File: src/sysctl_consts.vh
// Purpose: constants for the reset and system control block
// Assumes: 100 MHz clk
// Notes:   times are in ns, counts derived from the clock period
`ifndef SYSCTL_CONSTS_VH
`define SYSCTL_CONSTS_VH
`define CLK_PERIOD_NS      32'd10
`define WAKE_FIXED_CYCLES  32'd64
`define WAKE_IRC_CYCLES    32'd4
`define WAKE_XTAL_CYCLES   32'd4096
`define FLASH_START_NS     32'd100000
`define FLASH_START_CYCLES (`FLASH_START_NS / `CLK_PERIOD_NS)
`define MAP_BOOT           2'h0
`define MAP_SRAM           2'h1
`define MAP_EXT            2'h2
`define RESET_VECTOR_ADDR  32'h0000_0000
`define N_EDGE_IRQ         50
`define N_LEVEL_IRQ        4
`endif

File: src/reset_brownout_system_control.v
// Purpose: reset sequencing, brownout monitor, vector mapping, wake control
// Assumes: comparator and pin inputs already synchronous to clk
// Notes:   wake delays counted on clk; long counts are parameters
`timescale 1ns/1ps
`include "sysctl_consts.vh"
module reset_brownout_system_control #(
    parameter N_EDGE       = `N_EDGE_IRQ,
    parameter N_LEVEL      = `N_LEVEL_IRQ,
    parameter FIXED_CYC    = `WAKE_FIXED_CYCLES,
    parameter XTAL_CYC     = `WAKE_XTAL_CYCLES,
    parameter FLASH_CYC    = `FLASH_START_CYCLES
) (
    input  wire                 clk,
    input  wire                 srst,
    input  wire                 reset_pin_n,
    input  wire                 watchdog_reset,
    input  wire                 power_on_reset,
    input  wire                 brownout_warn,
    input  wire                 brownout_trip,
    input  wire                 osc_running,
    input  wire                 flash_init_done,
    input  wire [1:0]           map_sel,
    input  wire                 clk_src_is_irc,
    input  wire                 sleep_req,
    input  wire                 powerdown_req,
    input  wire [N_EDGE-1:0]    edge_irq_in,
    input  wire [N_LEVEL-1:0]   level_irq_in,
    input  wire [N_EDGE-1:0]    edge_irq_en,
    input  wire [N_LEVEL-1:0]   level_irq_en,
    input  wire [N_EDGE-1:0]    edge_wake_en,
    input  wire [N_LEVEL-1:0]   level_wake_en,
    input  wire                 edge_irq_clr,
    output wire                 chip_reset,
    output reg                  core_reset,
    output reg  [31:0]          fetch_addr,
    output reg  [1:0]           vector_map,
    output reg                  brownout_irq,
    output reg                  brownout_status,
    output reg  [N_EDGE-1:0]    edge_irq_flag,
    output reg  [N_LEVEL-1:0]   level_irq_flag,
    output reg                  core_run,
    output reg                  flash_ready
);
    localparam ST_RESET = 2'h0;
    localparam ST_RUN   = 2'h1;
    localparam ST_SLEEP = 2'h2;
    localparam ST_WAKE  = 2'h3;

    // true when a counter about to step reaches its limit
    function count_done;
        input [31:0] cnt;
        input [31:0] limit;
        begin
            count_done = ((cnt + 32'd1) >= limit);
        end
    endfunction

    // the spare map code falls back to the boot block
    function [1:0] map_decode;
        input [1:0] sel;
        begin
            if (sel > `MAP_EXT) begin
                map_decode = `MAP_BOOT;
            end else begin
                map_decode = sel;
            end
        end
    endfunction

    reg [1:0]         state_q;
    reg [1:0]         state_d;
    reg [31:0]        wake_cnt_q;
    reg [31:0]        wake_cnt_d;
    reg [31:0]        flash_cnt_q;
    reg [31:0]        flash_cnt_d;
    reg               pd_q;
    reg               pd_d;
    reg               irc_q;
    reg               irc_d;
    reg               core_reset_d;
    reg               core_run_d;
    reg               flash_ready_d;
    reg [1:0]         vector_map_d;
    reg               rel_meta_q;
    reg               rel_sync_q;
    reg [N_EDGE-1:0]  edge_prev_q;
    wire              src_reset;
    wire              wake_evt;
    wire              wake_done;
    wire              flash_done;
    wire              fixed_done;
    wire [31:0]       wake_limit;
    wire [N_EDGE-1:0] edge_rise;
    wire [N_EDGE-1:0] edge_keep;
    wire [N_EDGE-1:0] edge_set;

    // brownout trip holds reset; power-on covers the lowest supply
    assign src_reset  = ~reset_pin_n | watchdog_reset | power_on_reset | brownout_trip;
    // assertion is immediate, no clock needed on the way in
    assign chip_reset = src_reset | srst;
    assign edge_rise  = edge_irq_in & ~edge_prev_q;
    assign edge_keep  = edge_irq_flag & {N_EDGE{~edge_irq_clr}};
    assign edge_set   = edge_rise & edge_irq_en;
    assign wake_evt   = |(edge_rise & edge_wake_en) | |(level_irq_in & level_wake_en);
    assign wake_limit = irc_q ? `WAKE_IRC_CYCLES : XTAL_CYC;
    assign wake_done  = count_done(wake_cnt_q, wake_limit);
    assign flash_done = count_done(flash_cnt_q, FLASH_CYC);
    assign fixed_done = (wake_cnt_q >= FIXED_CYC);

    // release passes two flops so core reset never drops mid-edge
    always @(posedge clk) begin
        if (chip_reset) begin
            rel_meta_q <= 1'b0;
        end else begin
            rel_meta_q <= 1'b1;
        end
    end

    always @(posedge clk) begin
        if (chip_reset) begin
            rel_sync_q <= 1'b0;
        end else begin
            rel_sync_q <= rel_meta_q;
        end
    end

    // sequencing: reset, run, sleep or power-down, wake
    always @* begin
        state_d       = state_q;
        wake_cnt_d    = wake_cnt_q;
        flash_cnt_d   = flash_cnt_q;
        pd_d          = pd_q;
        irc_d         = irc_q;
        core_reset_d  = core_reset;
        core_run_d    = core_run;
        flash_ready_d = flash_ready;
        vector_map_d  = vector_map;
        case (state_q)
            ST_RESET: begin
                core_reset_d = 1'b1;
                // count only clocks the oscillator really delivers
                if (osc_running && !fixed_done) begin
                    wake_cnt_d = wake_cnt_q + 32'd1;
                end
                if (rel_sync_q && osc_running && flash_init_done && fixed_done) begin
                    core_reset_d  = 1'b0;
                    core_run_d    = 1'b1;
                    flash_ready_d = 1'b1;
                    state_d       = ST_RUN;
                end
            end
            ST_RUN: begin
                vector_map_d = map_decode(map_sel);
                if (sleep_req || powerdown_req) begin
                    core_run_d = 1'b0;
                    pd_d       = powerdown_req;
                    irc_d      = clk_src_is_irc;
                    // sleep keeps flash powered, power-down does not
                    if (powerdown_req) begin
                        flash_ready_d = 1'b0;
                    end
                    state_d    = ST_SLEEP;
                end
            end
            ST_SLEEP: begin
                if (wake_evt) begin
                    wake_cnt_d  = 32'h0;
                    flash_cnt_d = 32'h0;
                    state_d     = ST_WAKE;
                end
            end
            ST_WAKE: begin
                if (!core_run) begin
                    wake_cnt_d = wake_cnt_q + 32'd1;
                    if (wake_done) begin
                        core_run_d = 1'b1;
                    end
                end
                // code from sram may run before flash is back
                if (pd_q && !flash_ready) begin
                    flash_cnt_d = flash_cnt_q + 32'd1;
                    if (flash_done) begin
                        flash_ready_d = 1'b1;
                    end
                end
                if (core_run && (flash_ready || !pd_q)) begin
                    state_d = ST_RUN;
                end
            end
            default: begin
                state_d = ST_RESET;
            end
        endcase
    end

    // sequencer state and its counters
    always @(posedge clk) begin
        if (chip_reset) begin
            state_q     <= ST_RESET;
            wake_cnt_q  <= 32'h0;
            flash_cnt_q <= 32'h0;
            pd_q        <= 1'b0;
            irc_q       <= 1'b1;
        end else begin
            state_q     <= state_d;
            wake_cnt_q  <= wake_cnt_d;
            flash_cnt_q <= flash_cnt_d;
            pd_q        <= pd_d;
            irc_q       <= irc_d;
        end
    end

    always @(posedge clk) begin
        if (chip_reset) begin
            core_reset <= 1'b1;
        end else begin
            core_reset <= core_reset_d;
        end
    end

    always @(posedge clk) begin
        if (chip_reset) begin
            core_run <= 1'b0;
        end else begin
            core_run <= core_run_d;
        end
    end

    always @(posedge clk) begin
        if (chip_reset) begin
            flash_ready <= 1'b0;
        end else begin
            flash_ready <= flash_ready_d;
        end
    end

    // fetch always starts at the bottom of the map
    always @(posedge clk) begin
        if (chip_reset) begin
            fetch_addr <= `RESET_VECTOR_ADDR;
        end else begin
            fetch_addr <= `RESET_VECTOR_ADDR;
        end
    end

    always @(posedge clk) begin
        if (chip_reset) begin
            vector_map <= `MAP_BOOT;
        end else begin
            vector_map <= vector_map_d;
        end
    end

    // brownout warning: request and status share one source
    always @(posedge clk) begin
        if (chip_reset) begin
            brownout_irq <= 1'b0;
        end else begin
            brownout_irq <= brownout_warn;
        end
    end

    // status is set whether or not the interrupt is enabled
    always @(posedge clk) begin
        if (chip_reset) begin
            brownout_status <= 1'b0;
        end else begin
            brownout_status <= brownout_warn;
        end
    end

    // idle pin level is low, so no false edge after reset
    always @(posedge clk) begin
        if (chip_reset) begin
            edge_prev_q <= {N_EDGE{1'b0}};
        end else begin
            edge_prev_q <= edge_irq_in;
        end
    end

    // a new edge in the clear cycle still sets the flag
    always @(posedge clk) begin
        if (chip_reset) begin
            edge_irq_flag <= {N_EDGE{1'b0}};
        end else begin
            edge_irq_flag <= edge_keep | edge_set;
        end
    end

    always @(posedge clk) begin
        if (chip_reset) begin
            level_irq_flag <= {N_LEVEL{1'b0}};
        end else begin
            level_irq_flag <= level_irq_in & level_irq_en;
        end
    end
endmodule // reset_brownout_system_control

File: config.mk
export PLATFORM = sky130hd
export DESIGN_NAME = reset_brownout_system_control
export DESIGN_NICKNAME = d
export VERILOG_FILES = /design/src/reset_brownout_system_control.v
export VERILOG_INCLUDE_DIRS = /design/src
export SDC_FILE = /design/constraint.sdc
export NUM_CORES = 1
export LEC_CHECK = 0
export ABC_AREA = 0
export BUFFER_PORTS_ARGS = -buffer_cell sky130_fd_sc_hd__buf_2
export CAP_MARGIN = 25
export CORE_MARGIN = 3
export CORE_UTILIZATION = 47
export CTS_CLUSTER_DIAMETER = 200
export CTS_CLUSTER_SIZE = 14
export DETAILED_ROUTE_END_ITERATION = 8
export PLACE_DENSITY = 0.88
export SETUP_SLACK_MARGIN = 0.3
export SYNTH_ARGS = -nofsm -noshare
export SYNTH_HDL_FRONTEND = slang
export SYNTH_SLANG_ARGS = --single-unit
File: constraint.sdc
create_clock -name clk -period 2.67 [get_ports clk]
set_input_delay 0.534 -clock clk [delete_from_list [all_inputs] [get_ports clk]]
set_output_delay 0.534 -clock clk [all_outputs]
set_load 0.01 [all_outputs]
# Yosys cells after proc, flatten, opt, wreduce, memory -nomap -nowiden
# Cells that the tools add are included.
classes:
  muxes: 25
  magnitude_cmp: 4
  n_eq_ne: 12
  n_addsub: 2
  reduce_logical: 23
  n_bitwise: 15
ops:
  columns: ["operator", "count"]
  rows:
  - ["$and 50x50->50", 4]
  - ["$mux 32", 4]
  - ["$pmux 32 s3", 1]
  - ["$add 32x1->32 const B", 2]
  - ["$pmux 32 s2", 1]
  - ["$not 50->50", 1]
  - ["$or 50x50->50", 1]
  - ["$reduce_or 50->1", 1]
  - ["$ge 32x13->1", 1]
  - ["$ge 32x14->1 const B", 1]
  - ["$ge 32x7->1 const B", 1]
  - ["$ne 2x2->1 const B", 9]
  - ["$mux 13", 1]
  - ["$mux 1", 10]
  - ["$mux 2", 5]
  - ["$and 4x4->4", 2]
  - ["$pmux 2 s4", 1]
  - ["$reduce_and 4->1", 2]
  - ["$logic_and 1x1->1", 6]
  - ["$pmux 1 s3", 2]
  - ["$reduce_and 3->1", 2]
  - ["$reduce_and 6->1", 1]
  - ["$reduce_bool 3->1", 2]
  - ["$or 1x1->1", 5]
  - ["10 further kinds", 15]
word_totals:
  output_inout_bits: 94
  in_bits: 177
  wordCells: 96
  regBits: 180

# Depth between registers and ports, before layout
logic_depth:
  word_depth: 7
  mapped_depth: 12
  depth_no_buf: 12

# Worst setup path before layout
# No wires, ideal clock.
synth_timing:
  path_kind: "reg2reg"
  from: "reg flash_cnt_q[0]"
  to: "reg flash_ready"
  arrival_ns: 2.658
  period_less_slack_ns: 2.778
  path_buffers: 0
  slack_ns: -0.108
  setup_time_ns: 0.120
  path_stages_with_launch: 10
  required_ns: 2.550
  path_cell_list: "dfxtp_1 -> ha_1 -> nand4_1 -> or4_1 -> nor4_1 -> xor2_1 -> or4_1 -> nor4_2 -> or4_1 -> nand2_1"
synth_between:
  elab_chain_len: 4
synth_lines:
  columns: ["element", "line_no", "rtl"]
  rows:
  - ["start: declaration", "reset_brownout_system_control.v:74", "reg [31:0] flash_cnt_q;"]
  - ["start signal: assignment", "reset_brownout_system_control.v:207", "flash_cnt_q <= flash_cnt_d;"]
  - ["$add 32x1->32", "reset_brownout_system_control.v:54", "count_done = ((cnt + 32'd1) >= limit);"]
  - ["$ge 32x14->1", "reset_brownout_system_control.v:54", null]
  - ["$ne 2x2->1 (no source line)", null, null]
  - ["$reduce_and 6->1 (no source line)", null, null]
  - ["end signal: assignment", "reset_brownout_system_control.v:233", "flash_ready <= flash_ready_d;"]
  - ["end: declaration", "reset_brownout_system_control.v:42", "output reg flash_ready"]
# No other way between the ends.
# A chain may end at the register's enable or synchronous reset.

# Worst setup path in the final report
layout_timing:
  from: "reg flash_cnt_q[1]"
  to: "reg flash_ready"
# Same word-level chain as after synthesis.

==> run metrics <==
gr usage total 26.5%; logic gate share of total power 6.0%; FP Rows 50; maximum clock path buffer count 2; Max transition margin 51.1%; post-synthesis mux area share 0.643%; total power 5.72 mW; Synth Area in Adders 1.34%; Die Width 147 um; Synth Area in Simple Gates 35.7%; largest family of logic cells by synthesized area simple AND/OR/NAND/NOR gates; final period utilization 94.1%; FF+latch count, synth 180; leak pwr 4.73 nW; Yosys warning count 0; antenna violations before repair 8; Synth top cells by count dfxtp_1 (180), a21oi_1 (132), nand3b_1 (111); CTS buffer count 17; worst skew pair latency 450 ps; Switching Fraction 27.1%; Via Count 9,747; gp weighted congestion 0.963; H-Tree Depth 4; largest cells by area after synthesis dfxtp_1 (39%), nand3b_1 (8.9%), a21oi_1 (7.1%), and2_1 (4.0%), nand2b_1 (3.8%); sw power 1.55 mW; crit path DAT 2900 ps; worst hold path type input port to flop; HPWL Detailed 21,900 um; final setup TNS 0 ps; post-synthesis sequential area ratio 38.6%; WP data required 3060 ps; critical path capture point type flop; clock skew 21.2 ps; Worst-Margin Slew 733 ps; Worst VDD drop 418 uV; crit start category flop; Fillers 1,541; post-synth top area share 38.6%; TritonCTS clock tree done; RSZ-0062 raised after global routing true; TritonRoute pass-1 iters 5; DP Area 11,100 um^2; total gr overflow 0; number of global-route vias before repair 9,466; synthesized cell area 9340 um^2; Starting Density 49.0%; sequential fraction of design power 47.1%; die span in y 147 um; Max Slew Vio Count 0; ANT nets after route 0; Internal 4.17 mW; synthesized instance count 1,130; clock share of power 46.8%; Setup CP Type flop to flop; PD cells 472 nW/um^2; IO buf count 238; Post-route DRC 0; hold_buf cts 0; Clk pin slew, worst setup/hold paths 80 ps; CORE AREA 19,100 um^2; Cell variety after synth 66; fmax 398 MHz; most common cell in the synthesized netlist dfxtp_1; Nets 1,578; Final min period 2510 ps; post-DR vias/cell 5.83; Synth Area in Compound Gates 15.3%; syn avg cell area 8.27 um^2; P&R area growth vs syn 29.7%; number of enable flip-flop cells after synthesis 0; largest net degree at the start of global routing 59; Design Area, Final 12,100 um^2; maxcap violations 0; Post-Route WL 30,200 um; DR WL/cell 18.1 um; count of final setup violators 0; # IOs 271; outcome finished, final reports clean; fraction of layout cells with a size suffix above 1 30.7%; asr flop ratio synth 0%; Final Hold Vio Count 0; cell accounting for the most synthesized area dfxtp_1; CTS Sinks 180; Most used DFF post-synth dfxtp_1; Iteration-0 DRC Markers 721; CTS root buf clkbuf_16; Crit Path Max Fanout 7; first-pass GRT wire length 47,000 um; total die area 21,600 um^2; Synth Area in XOR/XNOR 1.97%
[final timing paths]
kind	start	end	slack, ps	cells after the start
hold reg to reg	rel_meta_q$_DFF_P_	rel_sync_q$_SDFF_PN0_	430	1
setup reg to reg	flash_cnt_q[1]$_SDFFE_PN0P_	flash_ready$_SDFFE_PN0P_	160	11
setup / recovery	flash_cnt_q[1]$_SDFFE_PN0P_	flash_ready$_SDFFE_PN0P_	160	11
hold / removal	brownout_warn	brownout_status$_SDFF_PN0_	310	2
[critical path, stage by stage, from the launching register on]
cell	delay, ps
dfxtp_4	380
ha_4	130
nand4_1	130
buf_6	170
nor4_4	260
buf_6	180
nand4_1	170
nor3b_4	230
a31oi_4	180
nor4_4	70
or4_1	470
nand2_1	80
[metrics by stage]
stage          instances  hold slack (ps)  setup slack [ps]  utilization, %
3_3_place_gp        1615              407              19.8            58.1
5_1_grt             1670              304              55.2            63.5
4_1_cts             1659              298               142            62.2
2_1_floorplan       1161              406               168               -
6_report            1671              313               157            63.5
3_5_place_dp        1615              419              22.8            58.1
[registers in the layout, indices dropped and copies added (netlist names), 2 cells and up]
| name | flops |
|---|---|
| level_irq_flag | 4 |
| flash_cnt_q | 32 |
| wake_cnt_q | 32 |
| state_q | 2 |
| vector_map | 2 |
| edge_prev_q | 50 |
| edge_irq_flag | 50 |
[cells in the final DEF (no fill, tap or decap), types with 4 or more instances in the layout]
cell type,netlist,final
a31oi_1,19,18
nand4_1,37,37
nor4_2,4,6
and2_1,60,59
a211oi_1,4,4
diode_2,0,7
clkbuf_16,0,17
xnor2_1,18,17
buf_12,0,5
inv_1,15,14
a21oi_1,132,132
nand4b_1,4,4
or3_1,30,29
nor3_1,13,12
nand3b_1,111,111
dfxtp_2,0,19
and3_1,17,16
nand2_1,39,38
dfxtp_4,0,6
inv_12,0,4
nor4_1,18,9
buf_2,7,238
mux2i_1,6,6
dfxtp_1,180,155
ha_1,10,6
nand3_1,44,38
nor4_4,2,9
o21ai_0,59,59
nor2_1,62,59
o31ai_1,4,4
buf_4,34,72
and4_1,10,9
conb_1,1,32
or4_1,13,10
nand2b_1,57,57
clkinv_8,0,5
[layer usage]
layer | wire (um) | vias to the layer above | GRT usage [%]
li1 | - | 4564 | -
met1 | 11300 | 4617 | 30.4
met2 | 15100 | 474 | 45.6
met3 | 2450 | 88 | 7.53
met4 | 1250 | 4 | 12.9
met5 | 21 | - | 0
[power groups by stage]
stage | clock network (mW) | logic (mW) | registers, mW
finish | 2.68 | 0.346 | 2.69
global route | 2.82 | 0.376 | 2.70
CTS | 2.71 | 0.339 | 2.70
detailed placement | 0 | 0.338 | 2.76
global placement | 0 | 0.331 | 2.76
floorplan | 0 | 0.166 | 2.76
[final cells by class]
type | count | area, um^2 | area share (%)
Multi-Input combinational cell | 859 | 5560 | 45.9
Sequential cell | 180 | 3650 | 30.1
Timing Repair Buffer | 318 | 1870 | 15.4
Clock buffer | 17 | 425 | 3.51
Tap cell | 260 | 325 | 2.69
Clock inverter | 15 | 213 | 1.76
Inverter | 15 | 56.3 | 0.465
Antenna cell | 7 | 17.5 | 0.145
[cells by family (layout without fill, tap and decap cells)]
logic type      count (synthesis)  count (layout)
xor+xnor                       21              21
simple gates                  538             538
other cells                     1              39
fa+ha+maj                      10              10
buf+inv                       122             365
mux                             6               6
compound gates                252             252
flops                         180             180
[repair_timing]
item	in CTS	in global routing
pin swaps	4	12
buffers inserted	12	5
gates resized for setup	17	44
endpoints found under the setup margin	6	30
Power figures use the tool's default switching activity.
